File: src/hdl/tcm_pkg.sv
// Constants and carrier types for the 8-bit timer compare-output block.
// Assumes one clock domain; all control bits arrive as plain ports.
package tcm_pkg;

    localparam logic [7:0] TCM_MAX = 8'hff;
    localparam logic [7:0] TCM_BOTTOM = 8'h00;
    localparam logic [7:0] TCM_ONE = 8'h01;
    localparam int TCM_MODE_BIT2 = 2;
    localparam int TCM_ACT_HIGH = 1;

    typedef enum logic [2:0] {
        TCM_MODE_NORMAL = 3'b000,
        TCM_MODE_PHASE_MAX = 3'b001,
        TCM_MODE_CLEAR_ON_MATCH = 3'b010,
        TCM_MODE_FAST_MAX = 3'b011,
        TCM_MODE_RSVD4 = 3'b100,
        TCM_MODE_PHASE_CMPA = 3'b101,
        TCM_MODE_RSVD6 = 3'b110,
        TCM_MODE_FAST_CMPA = 3'b111
    } tcm_mode_type;

    typedef enum logic [1:0] {
        TCM_ACT_OFF = 2'b00,
        TCM_ACT_TOGGLE = 2'b01,
        TCM_ACT_CLEAR = 2'b10,
        TCM_ACT_SET = 2'b11
    } tcm_action_type;

    typedef struct packed {
        tcm_action_type compare_output_action;
        logic force_compare_strobe;
        logic [7:0] compare_value;
        logic compare_flag_clear;
        logic port_data;
        logic port_dir;
    } tcm_chan_in_type;

    typedef struct packed {
        logic compare_output_latch;
        logic pin_override;
        logic pin_value;
        logic pin_oe;
        logic compare_flag;
    } tcm_chan_out_type;

    typedef struct packed {
        logic [7:0] compare_value;
        logic latch;
        logic flag;
    } tcm_chan_state_type;

    typedef struct packed {
        logic [7:0] count_value;
        logic count_down;
        logic overflow_flag;
        tcm_chan_state_type a;
        tcm_chan_state_type b;
    } tcm_state_type;

endpackage

File: src/hdl/tcm_timer8_compare.sv
// Counter, waveform-mode decode and compare-output latches for two channels.
// Assumes count_tick is a one-cycle timer-clock pulse synchronous to sys_clk.
`timescale 1ns/10ps
`default_nettype none
module tcm_timer8_compare
    import tcm_pkg::*;
(
    input wire logic sys_clk,
    input wire logic rst_n,
    input wire tcm_mode_type waveform_mode_select,
    input wire logic count_tick,
    input wire logic overflow_clear,
    input wire tcm_chan_in_type chan_a_in,
    input wire tcm_chan_in_type chan_b_in,
    output tcm_chan_out_type chan_a_out,
    output tcm_chan_out_type chan_b_out,
    output logic [7:0] count_value,
    output logic overflow_flag
);

    // ------------------------------------------------------------------
    // Latch update shared by both channels
    // ------------------------------------------------------------------
    function automatic logic latch_next(
        input logic latch,
        input tcm_action_type act,
        input logic is_a,
        input logic fast,
        input logic phase,
        input logic bit2,
        input logic match,
        input logic bottom_evt,
        input logic top_evt,
        input logic down,
        input logic eq_top,
        input logic force_cmp
    );
        logic nxt;
        nxt = latch;
        if (!fast && !phase) begin
            if (match || force_cmp) begin
                case (act)
                    TCM_ACT_TOGGLE: nxt = !latch;
                    TCM_ACT_CLEAR: nxt = 1'b0;
                    TCM_ACT_SET: nxt = 1'b1;
                    default: nxt = latch;
                endcase
            end
        end else if (act == TCM_ACT_TOGGLE) begin
            if (is_a && bit2 && match) begin
                nxt = !latch;
            end
        end else if (act[TCM_ACT_HIGH]) begin
            if (fast) begin
                if (match && !eq_top) begin
                    nxt = (act == TCM_ACT_SET);
                end
                if (bottom_evt) begin
                    nxt = (act == TCM_ACT_CLEAR);
                end
            end else begin
                if (match && !eq_top) begin
                    nxt = down ? (act == TCM_ACT_CLEAR) : (act == TCM_ACT_SET);
                end
                if (top_evt && eq_top) begin
                    nxt = (act == TCM_ACT_CLEAR);
                end
            end
        end
        return nxt;
    endfunction

    // ------------------------------------------------------------------
    // Mode decode
    // ------------------------------------------------------------------
    tcm_state_type st_q;
    tcm_state_type st_d;
    logic fast;
    logic phase;
    logic immediate;
    logic bit2;
    logic [7:0] top_value;
    logic at_top;
    logic top_evt;
    logic wrap_evt;
    logic phase_bottom_evt;
    logic match_a;
    logic match_b;
    logic eq_top_a;
    logic eq_top_b;
    logic update_evt;
    logic ovf_set;

    assign bit2 = waveform_mode_select[TCM_MODE_BIT2];
    assign fast = (waveform_mode_select == TCM_MODE_FAST_MAX) ||
                  (waveform_mode_select == TCM_MODE_FAST_CMPA);
    assign phase = (waveform_mode_select == TCM_MODE_PHASE_MAX) ||
                   (waveform_mode_select == TCM_MODE_PHASE_CMPA);
    // Reserved codes fall back to immediate update, no PWM behaviour
    assign immediate = !fast && !phase;
    assign top_value = (bit2 || waveform_mode_select == TCM_MODE_CLEAR_ON_MATCH) ?
                       st_q.a.compare_value : TCM_MAX;
    assign at_top = (st_q.count_value == top_value);
    assign top_evt = count_tick && at_top && !st_q.count_down;
    assign wrap_evt = count_tick && at_top && !phase;
    assign phase_bottom_evt = count_tick && phase && st_q.count_down &&
                              (st_q.count_value == TCM_BOTTOM);
    assign match_a = count_tick && (st_q.count_value == st_q.a.compare_value);
    assign match_b = count_tick && (st_q.count_value == st_q.b.compare_value);
    assign eq_top_a = (st_q.a.compare_value == top_value);
    assign eq_top_b = (st_q.b.compare_value == top_value);
    // Mode 7 updates as the count wraps to BOTTOM, same tick as TOP
    assign update_evt = immediate || top_evt;

    always_comb begin
        case (waveform_mode_select)
            TCM_MODE_PHASE_MAX,
            TCM_MODE_PHASE_CMPA: ovf_set = phase_bottom_evt;
            TCM_MODE_FAST_CMPA: ovf_set = count_tick && at_top;
            default: ovf_set = count_tick && (st_q.count_value == TCM_MAX);
        endcase
    end

    // ------------------------------------------------------------------
    // Next state
    // ------------------------------------------------------------------
    always_comb begin
        st_d = st_q;
        if (count_tick) begin
            if (!phase) begin
                st_d.count_down = 1'b0;
                st_d.count_value = at_top ? TCM_BOTTOM : st_q.count_value + TCM_ONE;
            end else if (!st_q.count_down) begin
                if (at_top) begin
                    st_d.count_down = 1'b1;
                    st_d.count_value = (st_q.count_value == TCM_BOTTOM) ?
                                       TCM_BOTTOM : st_q.count_value - TCM_ONE;
                end else begin
                    st_d.count_value = st_q.count_value + TCM_ONE;
                end
            end else if (st_q.count_value == TCM_BOTTOM) begin
                st_d.count_down = 1'b0;
                st_d.count_value = TCM_ONE;
            end else begin
                st_d.count_value = st_q.count_value - TCM_ONE;
            end
        end else if (!phase) begin
            st_d.count_down = 1'b0;
        end
        if (update_evt) begin
            st_d.a.compare_value = chan_a_in.compare_value;
            st_d.b.compare_value = chan_b_in.compare_value;
        end
        // Set wins over a clear in the same cycle
        st_d.overflow_flag = ovf_set || (st_q.overflow_flag && !overflow_clear);
        st_d.a.flag = match_a || (st_q.a.flag && !chan_a_in.compare_flag_clear);
        st_d.b.flag = match_b || (st_q.b.flag && !chan_b_in.compare_flag_clear);
        st_d.a.latch = latch_next(st_q.a.latch, chan_a_in.compare_output_action, 1'b1,
                                  fast, phase, bit2, match_a, wrap_evt, top_evt,
                                  st_q.count_down, eq_top_a,
                                  chan_a_in.force_compare_strobe);
        st_d.b.latch = latch_next(st_q.b.latch, chan_b_in.compare_output_action, 1'b0,
                                  fast, phase, bit2, match_b, wrap_evt, top_evt,
                                  st_q.count_down, eq_top_b,
                                  chan_b_in.force_compare_strobe);
    end

    always_ff @(posedge sys_clk or negedge rst_n) begin
        if (!rst_n) begin
            st_q <= '0;
        end else begin
            st_q <= st_d;
        end
    end

    // ------------------------------------------------------------------
    // Outputs and pin override
    // ------------------------------------------------------------------
    assign count_value = st_q.count_value;
    assign overflow_flag = st_q.overflow_flag;

    always_comb begin
        chan_a_out.compare_output_latch = st_q.a.latch;
        chan_a_out.compare_flag = st_q.a.flag;
        chan_a_out.pin_override = (chan_a_in.compare_output_action != TCM_ACT_OFF);
        chan_a_out.pin_value = chan_a_out.pin_override ? st_q.a.latch : chan_a_in.port_data;
        chan_a_out.pin_oe = chan_a_in.port_dir;
        chan_b_out.compare_output_latch = st_q.b.latch;
        chan_b_out.compare_flag = st_q.b.flag;
        chan_b_out.pin_override = (chan_b_in.compare_output_action != TCM_ACT_OFF);
        chan_b_out.pin_value = chan_b_out.pin_override ? st_q.b.latch : chan_b_in.port_data;
        chan_b_out.pin_oe = chan_b_in.port_dir;
    end
endmodule
`default_nettype wire

File: config.mk
export PLATFORM = sky130hd
export DESIGN_NAME = tcm_timer8_compare
export DESIGN_NICKNAME = d
export VERILOG_FILES = /design/src/hdl/tcm_pkg.sv /design/src/hdl/tcm_timer8_compare.sv
export SDC_FILE = /design/constraint.sdc
export NUM_CORES = 1
export LEC_CHECK = 0
export BUFFER_PORTS_ARGS = -buffer_cell sky130_fd_sc_hd__buf_2
export CAP_MARGIN = 20
export CORE_ASPECT_RATIO = 1.4
export CORE_UTILIZATION = 45
export DETAILED_ROUTE_END_ITERATION = 12
export PLACE_DENSITY = 0.68
export SYNTH_ARGS = -nofsm -noshare
export SYNTH_HDL_FRONTEND = slang
export SYNTH_SLANG_ARGS = --single-unit
File: constraint.sdc
create_clock -name sys_clk -period 3.37 [get_ports sys_clk]
set_input_delay 0 -clock sys_clk [delete_from_list [all_inputs] [get_ports sys_clk]]
set_output_delay 0 -clock sys_clk [all_outputs]
set_load 0.005 [all_outputs]
# Word-level counts from Yosys, hierarchy flattened
# Index checks and enable logic that the tools add are counted.
# totals
output_inout_bits,19
ff_bits,30
word_cells,121
input_bits,35
# classes
n_reduce_logical,47
muxes,37
n_addsub,2
eq_ne,26
# op_table
cell,n
== test 8 bit,5
2-to-1 mux 8 bit,5
2-to-1 mux 1 bit,27
logical AND 1 bit,18
2-to-1 mux 9 bit,2
!= test 4 x 1 -> 1 bit (second input constant),3
AND reduction 6 bit,2
logical NOT 1 bit,10
logical OR 1 bit,9
adder 8 x 1 -> 8 bit (second input constant),1
== test 2 bit (second input constant),4
== test 8 bit (second input constant),1
logical NOT 8 bit,1
subtractor 8 x 1 -> 8 bit (second input constant),1
== test 3 x 2 -> 1 bit (second input constant),2
== test 3 bit (second input constant),2
case mux 1 bit (3 select lines),2
nonzero test 2 bit,3
!= test 5 x 1 -> 1 bit (second input constant),1
nonzero test 5 bit,1
== test 2 x 1 -> 1 bit (second input constant),2
!= test 2 x 1 -> 1 bit (second input constant),2
!= test 2 bit (second input constant),2
nonzero test 4 bit,1
other kinds (5),5

# Logic depth before layout (Yosys ltp)
# Gate-level depths: netlist (run 1).
# logic_depth
ltp_word,12
mapped_depth,12
depth_no_buf,10

# Least setup slack after synthesis (run 1)
# No wires, ideal clock.
# synth_path
path_kind,register to register
startpoint,"register st_q, in the netlist count_value[1]"
endpoint,"register st_q, in the netlist count_value[7]"
t_arrival_ns,2.432
setup_slack_ns,0.810
stages_incl_launch_ff,13
synth_period_minus_slack_ns,2.560
required_ns,3.242
n_path_buf,2
setup_ns,0.128
cell_sequence,dfrtp_1 > clkbuf_1 > inv_1 > ha_1 > inv_1 > or3_1 > or3_1 > or3_1 > o211ai_2 > buf_4 > o221ai_1 > nand2_1 > o21ai_0
# synth_via
elab_chain_cells,5
elab_cells_between_ends,10
classes_between,add/sub: 2; eq/ne: 1; mux: 6; reduce/logical: 1
# synth_rtl
element,line_no,rtl
from (decl),tcm_timer8_compare.sv:76,tcm_state_type st_q;
from (signal assigned),tcm_timer8_compare.sv:172,st_q <= st_d;
subtractor 8 x 1 -> 8 bit / logical NOT 8 bit (equally long branches),--,
2-to-1 mux 8 bit,tcm_timer8_compare.sv:136,st_d.count_value = (st_q.count_value == TCM_BOTTOM) ?
2-to-1 mux 8 bit,tcm_timer8_compare.sv:134,if (at_top) begin
2-to-1 mux 9 bit,tcm_timer8_compare.sv:133,end else if (!st_q.count_down) begin
2-to-1 mux 9 bit *,tcm_timer8_compare.sv:130,if (!phase) begin
# Mark *: on every way between the ends. The rest lies on a longest branch, timed or not.
# A chain may end at the register's enable or synchronous reset.

# Final worst setup path (run 1)
# layout_path
startpoint,"register st_q, in the netlist count_value[6]"
endpoint,register st_q[14] (netlist name)
# layout_via
elab_chain_cells,4
# layout_rtl
element,line_no,rtl
== test 8 bit,tcm_timer8_compare.sv:103,assign at_top = (st_q.count_value == top_value);
logical AND 1 bit (2 in series),tcm_timer8_compare.sv:104,assign top_evt = count_tick && at_top && !st_q.count_down;
logical OR 1 bit,tcm_timer8_compare.sv:113,assign update_evt = immediate || top_evt;
# No other way between the ends.

==> reports/qor.yml, run 1 <==
rsz0062_at_grt: "no"
grt_pass1_wl_um: 10300
die_w_um: 66.1
io_pins: 54
synth.top_cell.area_share: 0.290
start_util: 0.469
cts_buffer_depth: 2
dieArea_sq_um: 6060
tightestPinTransition_ns: 0.713
period_minus_slack_ns: 2.81
diodes: 0
wl_met1_um: 2680
ys.flop_type: "dfrtp_1"
yosys_warnings: 0
crit_slowest_cell: "dfrtp_1"
skew_ns: 0.00291
drv_cap: 0
maxSlewHeadroom: 0.525
synth_fp_nets: 352
drcViolationCount: 0
synth_area_leaders: "dfrtp_1, mux2_2, buf_4, nand2_1, xor2_1"
grt_use_total: 0.220
cp_top_family: "compound AO/OA/AOI/OAI gates"
grt-ovfl-total: 0
h-tree-depth: 2
worstSetupStartpointType: "register"
ys_types: 55
cts_buffers: 5
crit_fanout: 16
cts_hold_buf: 19
leakage_nw: 1.31
dr_wl_met3_um: 190
synth_edf_count: 0
max_freq_mhz: 356
dr_total_vias: 2365
cellPowerDensity_nw_per_um2: 491
postRouteAntennaNets: 0
cts_root_buf: "clkbuf_8"
pre_cts_slack_ns: 0.588
drt_wl_total_um: 6130
drt-initial-drc-count: 116
fp.dieH_um: 91.7
cts_resized: 0
layout_setup_ws_ns: 0.563
tns_ns: 0
end_kind: "register"
ys_seq_elements: 30
syn2layout_area_growth_pct: 14.9
clock_latency_ns: 0.28
utilization: 0.538
grt_pass1_vias: 2192
syn_area_sq_um: 2590
top_layer_used: "met4"
wl_met2_um: 3160
status: "finished clean"
cp.buffers_inverters: 0
hold_viol_final: 0
max_stage_delay_ns: 0.54
ir_worst_vdd_v: 0.000314
post_drt_via_cell_ratio: 5.66
multi_input_area_sq_um: 1540
numClockSinks: 30
required_ns: 3.54
fin_crit_sh: 0.833
dp_hpwl_um: 4260
synth.avg_cell_area_sq_um: 8.22
port-buffer-count: 49
seq_area_frac_synth: 0.290
synthArstFlopShare: 1.00
filler_cell_count: 543
wire_per_inst_um: 14.7
slew_viol_final: 0
core_area_sq_um: 5530
syn_inst: 315
crit_arrival_ns: 2.97
num-nets-final: 386
finalSetupViolCount: 0
antenna_found_initial: 0
path_cells: "xor2_1 -> o31ai_1 -> a32o_1 -> o2111a_1 -> nand2_4 -> o21ai_4 -> mux2_2"
clk_pin_slew_ns: 0.07
post_cts_buffers: 0
yosysTopAreaCell: "dfrtp_1"
grt_max_degree: 31
row_count: 32
tritoncts: "built"
hold_path.class: "in2out"
seqCellArea_sq_um: 751
drtPass1Iterations: 4
crit_type: "reg2reg"
gp_congestion: 0.877
drive_gt1_frac: 0.240
[cells in the mapped netlist, types with 2 or more instances]
| cell | number |
|---|---|
| nand2_1 | 35 |
| dfrtp_1 | 30 |
| o21ai_0 | 20 |
| buf_4 | 19 |
| mux2_2 | 17 |
| a21oi_1 | 15 |
| nor2_1 | 15 |
| inv_1 | 14 |
| xor2_1 | 14 |
| buf_2 | 9 |
| clkbuf_1 | 8 |
| o21ai_1 | 8 |
| and3_1 | 7 |
| nand3_1 | 6 |
| nor3_1 | 6 |
| o221ai_1 | 6 |
| o22ai_1 | 6 |
| xnor2_1 | 6 |
| nor2b_1 | 5 |
| nor4_1 | 5 |
| o32ai_1 | 5 |
| or3_1 | 5 |
| buf_1 | 4 |
| mux2_1 | 4 |
| nand4_1 | 4 |
| a21o_1 | 3 |
| a32o_1 | 3 |
| o31ai_1 | 3 |
| a31oi_1 | 2 |
| ha_1 | 2 |
| mux2i_1 | 2 |
| nand4bb_1 | 2 |
| nor4bb_1 | 2 |
| or2_2 | 2 |
[area by class of cell]
| class | count | share of cell area |
|---|---|---|
| tap | 68 | 0.0286 |
| inverter | 15 | 0.0189 |
| clock buffer | 5 | 0.0231 |
| clock inverter | 3 | 0.0135 |
| sequential | 30 | 0.252 |
| timing repair buffer | 68 | 0.146 |
| multi-input combinational | 229 | 0.517 |
[power breakdown]
part / leakage, nW / switching (mW) / internal [mW] / total (mW)
Clock: 0.0579 / 0.145 / 0.217 / 0.363
Combinational: 0.887 / 0.214 / 0.259 / 0.473
Sequential: 0.365 / 0.199 / 0.426 / 0.625
[logic make-up (layout without fill, tap and decap cells)]
kind of cell,Yosys count,in the layout,share of synthesized area
buffers and inverters,56,91,0.116
XOR/XNOR,20,20,0.0677
AO/OA/AOI/OAI,79,79,0.201
multiplexers,23,23,0.0991
adder cells (fa/ha/maj),2,2,0.00966
AND/OR/NAND/NOR,105,105,0.217
flip-flops,30,30,0.290
[metrics by stage]
stage          area, sq um  power, mW  std cells  hold slack [ns]
2_1_floorplan         2590       1.01        315           -0.296
3_3_place_gp          2680       1.07        391        0.0000346
3_5_place_dp          2680       1.09        391        0.0000346
4_1_cts               2970       1.47        418        0.0000346
5_1_grt               2970       1.57        418        0.0000348
6_report              2970       1.46        418        0.0000110
[placed cells by master, fill, tap and decap left out, types with 6 or more instances in the layout]
cell type / instances
o21ai_1: 8
dfrtp_1: 30
xnor2_1: 6
xor2_1: 14
o221ai_1: 6
inv_1: 14
a21oi_1: 15
nor2_1: 15
mux2_2: 17
nand3_1: 6
and3_1: 7
dlygate4sd3_1: 19
nor3_1: 6
buf_2: 49
o22ai_1: 6
o21ai_0: 20
nand2_1: 35
[registers in the layout, indices dropped and copies added, names as in the netlist]
name and cells:
chan_b_out 2, st_q 17, overflow_flag 1, count_value 8, chan_a_out 2
[per-layer routing]
metal,global-route usage,up-vias
li1,-,1180
met1,0.266,1125
met2,0.378,52
met3,0.0348,8
met4,0.0869,0
met5,0,-
[path summary, 6_finish.rpt]
path / startpoint / to / slack [ns] / cells after the start
max: count_value[6]$_DFFE_PN0P_ / st_q[14]$_DFFE_PN0P_ / 0.56 / 7
min: chan_b_in[0] / chan_b_out[1] / 0.00001 / 0
max reg2reg: count_value[6]$_DFFE_PN0P_ / st_q[14]$_DFFE_PN0P_ / 0.56 / 7
min reg2reg: chan_b_out[0]$_DFF_PN0_ / chan_b_out[0]$_DFF_PN0_ / 0.48 / 1
max in group asynchronous: rst_n / count_value[2]$_DFFE_PN0P_ / 2.61 / 2
min in group asynchronous: rst_n / chan_b_out[4]$_DFFE_PN0P_ / 0.30 / 2
(Power assumes the default switching activity.)
==> run 2: changes to the inputs <==
PLACE_DENSITY = 0.7   (was 0.68)
clock period = 2.4 ns   (was 3.37 ns; I/O delays follow)
==> run 2 against run 1 <==
Clock skew grew 0.0025 ns. Via count is 6.3% higher. Critical endpoint is now count_value[6]$_DFFE_PN0P_. Cell area increased by 8.2%. Worst hold slack barely moved. Die area stayed put. Global-route usage rose by 1.3 points. Clock power is 47% higher. Core utilization is 4.4 points higher. Sequential share of layout area is 1.8 points lower. Largest cell class unchanged. Combinational power increased by 100%. Routed wire length grew 6.8%.
==> reports/qor.yml, run 2 (synthesis gave the netlist of run 1 again) <==
required_ns: 2.58  # -0.96 ns
clk_pin_slew_ns: 0.07  # about the same
dieArea_sq_um: 6060  # unchanged
dpl_cell_area_sq_um: 2870  # +7.2%
grt_pass1_vias: 2358  # +7.6%
top_register: "st_q"
fin_crit_sh: 0.988  # +0.155
grt_max_degree: 31  # unchanged
drive_gt1_frac: 0.317  # +0.0771
grt_pass1_wl_um: 11100  # +7.3%
clock_latency_ns: 0.29  # about the same
max_freq_mhz: 422  # +18%
wire_per_inst_um: 15.0  # +2.2%
h-tree-depth: 2  # unchanged
drv_cap: 0  # unchanged
rsz0062_at_grt: "yes"
status: "finished clean"
crit_slowest_cell: "dfrtp_2"
crit_path_frequent_cell: "or3_4"
leakage_nw: 1.40  # +6.8%
syn2layout_area_growth_pct: 24.4
drt_wl_total_um: 6540  # +6.8%
tritoncts: "built"
postLayoutCellArea_sq_um: 3220  # +8.2%
worstSetupStartpointType: "register"
cts_buffer_depth: 2  # unchanged
antenna_found_initial: 0  # unchanged
port-buffer-count: 49  # unchanged
num-nets-final: 405  # +4.9%
tns_ns: 0  # unchanged
crit_type: "reg2reg"
max_stage_delay_ns: 0.44  # -0.10 ns
final_common_cell: "buf_2"
diodes: 0  # unchanged
start_util: 0.469  # unchanged
post_drt_via_cell_ratio: 5.76  # +1.7%
dp_hpwl_um: 4670  # +9.6%
tightestPinTransition_ns: 0.701  # -0.0115 ns
grt-ovfl-total: 0  # unchanged
drcViolationCount: 0  # unchanged
fp.dieH_um: 91.7  # unchanged
dp.cells: 408  # +4.3%
crit_fanout: 7  # -9
row_count: 32  # unchanged
drt-initial-drc-count: 137  # +18%
reg2reg_slack_ns: 0.03  # -0.53 ns
hold_path.class: "in2out"
io_pins: 54  # unchanged
ir_worst_vdd_v: 0.000355  # +13%
slew_viol_final: 0  # unchanged
cellPowerDensity_nw_per_um2: 711  # +45%
grt_use_total: 0.233  # +0.0134
cts_root_buf: "clkbuf_8"
dr_total_vias: 2515  # +6.3%
path_cells: "inv_4 -> ha_4 -> inv_2 -> or3_4 -> or3_4 -> or3_4 -> o211ai_4 -> o22ai_1 -> a21oi_1 -> a21oi_1"
die_w_um: 66.1  # unchanged
largest_reg_flops: 17  # unchanged
drtPass1Iterations: 5  # +1
end_kind: "register"
crit_arrival_ns: 2.55  # -0.42 ns
gp_congestion: 0.862  # -1.8%
maxSlewHeadroom: 0.533  # +0.00770
cts_buffers: 5  # unchanged
finalSetupViolCount: 0  # unchanged
hold_viol_final: 0  # unchanged
numClockSinks: 30  # unchanged
stdcell_count: 437  # +4.5%
postRouteAntennaNets: 0  # unchanged
skew_ns: 0.00536  # +0.00245 ns
period_minus_slack_ns: 2.37  # -0.436 ns
layout_common_cells: "buf_2, nand2_1, dfrtp_1, dlygate4sd3_1, o21ai_0"
core_area_sq_um: 5530  # unchanged
==> run 2: changes by cell type in the layout (fill, tap and decap cells not counted), moves of 3 or more <==
cell      before  now
buf_4          0   16
inv_1         14   11
o221ai_1       6    3
o221ai_2       0    3
or3_1          5    2
or3_4          0    3
==> run 2: worst max-delay path, delay by kind of cell (launching register included) <==
family | cells | cell delay, ns
AOI/OAI and AO/OA | 4 | 0.50
adders and majority gates | 1 | 0.13
buffers and inverters | 2 | 0.10
DFF | 1 | 0.44
and+or+nand+nor | 3 | 1.06
==> run 2: area by class of cell <==
| type | count | area [sq um] |
|---|---|---|
| fillers | 503 | 2310 |
| inverters | 15 | 61.3 |
| well taps | 68 | 85.1 |
| flip-flops and latches | 30 | 753 |
| clock buffers | 5 | 68.8 |
| clock inverters | 3 | 45.0 |
| repair buffers | 86 | 596 |
| multi-input cells | 230 | 1610 |
==> run 2: routing by layer <==
metal  vias to the layer above  global-route usage  wire length (um)
met4                         0               0.108               186
met1                      1192               0.288              2660
met2                        85               0.382              3340
li1                       1220                   -                 -
met5                         -                   0                 0
met3                        18              0.0448               352
==> run 2: power by group <==
part | internal [mW] | total (mW) | switching (mW)
logic | 0.493 | 0.966 | 0.473
registers | 0.602 | 0.790 | 0.188
clock network | 0.309 | 0.534 | 0.225
total | 1.40 | 2.29 | 0.886
==> run 2: final timing paths <==
check                                           start                    endpoint  depth (start not counted)
setup / recovery           count_value[0]$_DFFE_PN0P_  count_value[6]$_DFFE_PN0P_                         10
hold / removal                           chan_a_in[0]               chan_a_out[1]                          0
setup reg to reg           count_value[0]$_DFFE_PN0P_  count_value[6]$_DFFE_PN0P_                         10
hold reg to reg               chan_b_out[0]$_DFF_PN0_     chan_b_out[0]$_DFF_PN0_                          1
max in group asynchronous                       rst_n  count_value[0]$_DFFE_PN0P_                          2
min in group asynchronous                       rst_n   chan_b_out[4]$_DFFE_PN0P_                          2
==> run 2: per-stage QoR <==
stage	util	worst slack (ns)	power, mW	hold slack, ns
floorplan	-	-0.00400	1.47	-0.296
global placement	0.519	0.0652	1.68	0.0000346
detailed placement	0.519	0.0258	1.71	0.0000346
CTS	0.577	0.0261	2.27	0.0000346
global route	0.583	-0.0438	2.44	0.00000795
finish	0.583	0.0294	2.29	0.00000226
==> run 2: repair_timing <==
item / CTS / global route
hold endpoints to repair: 48 / 0
buffers inserted: 0 / 1
pin swaps: 0 / 7
hold buffers: 19 / 0
gates resized for setup: 0 / 10
cloned: 1 / 0
endpoints found under the setup margin: 1 / 26
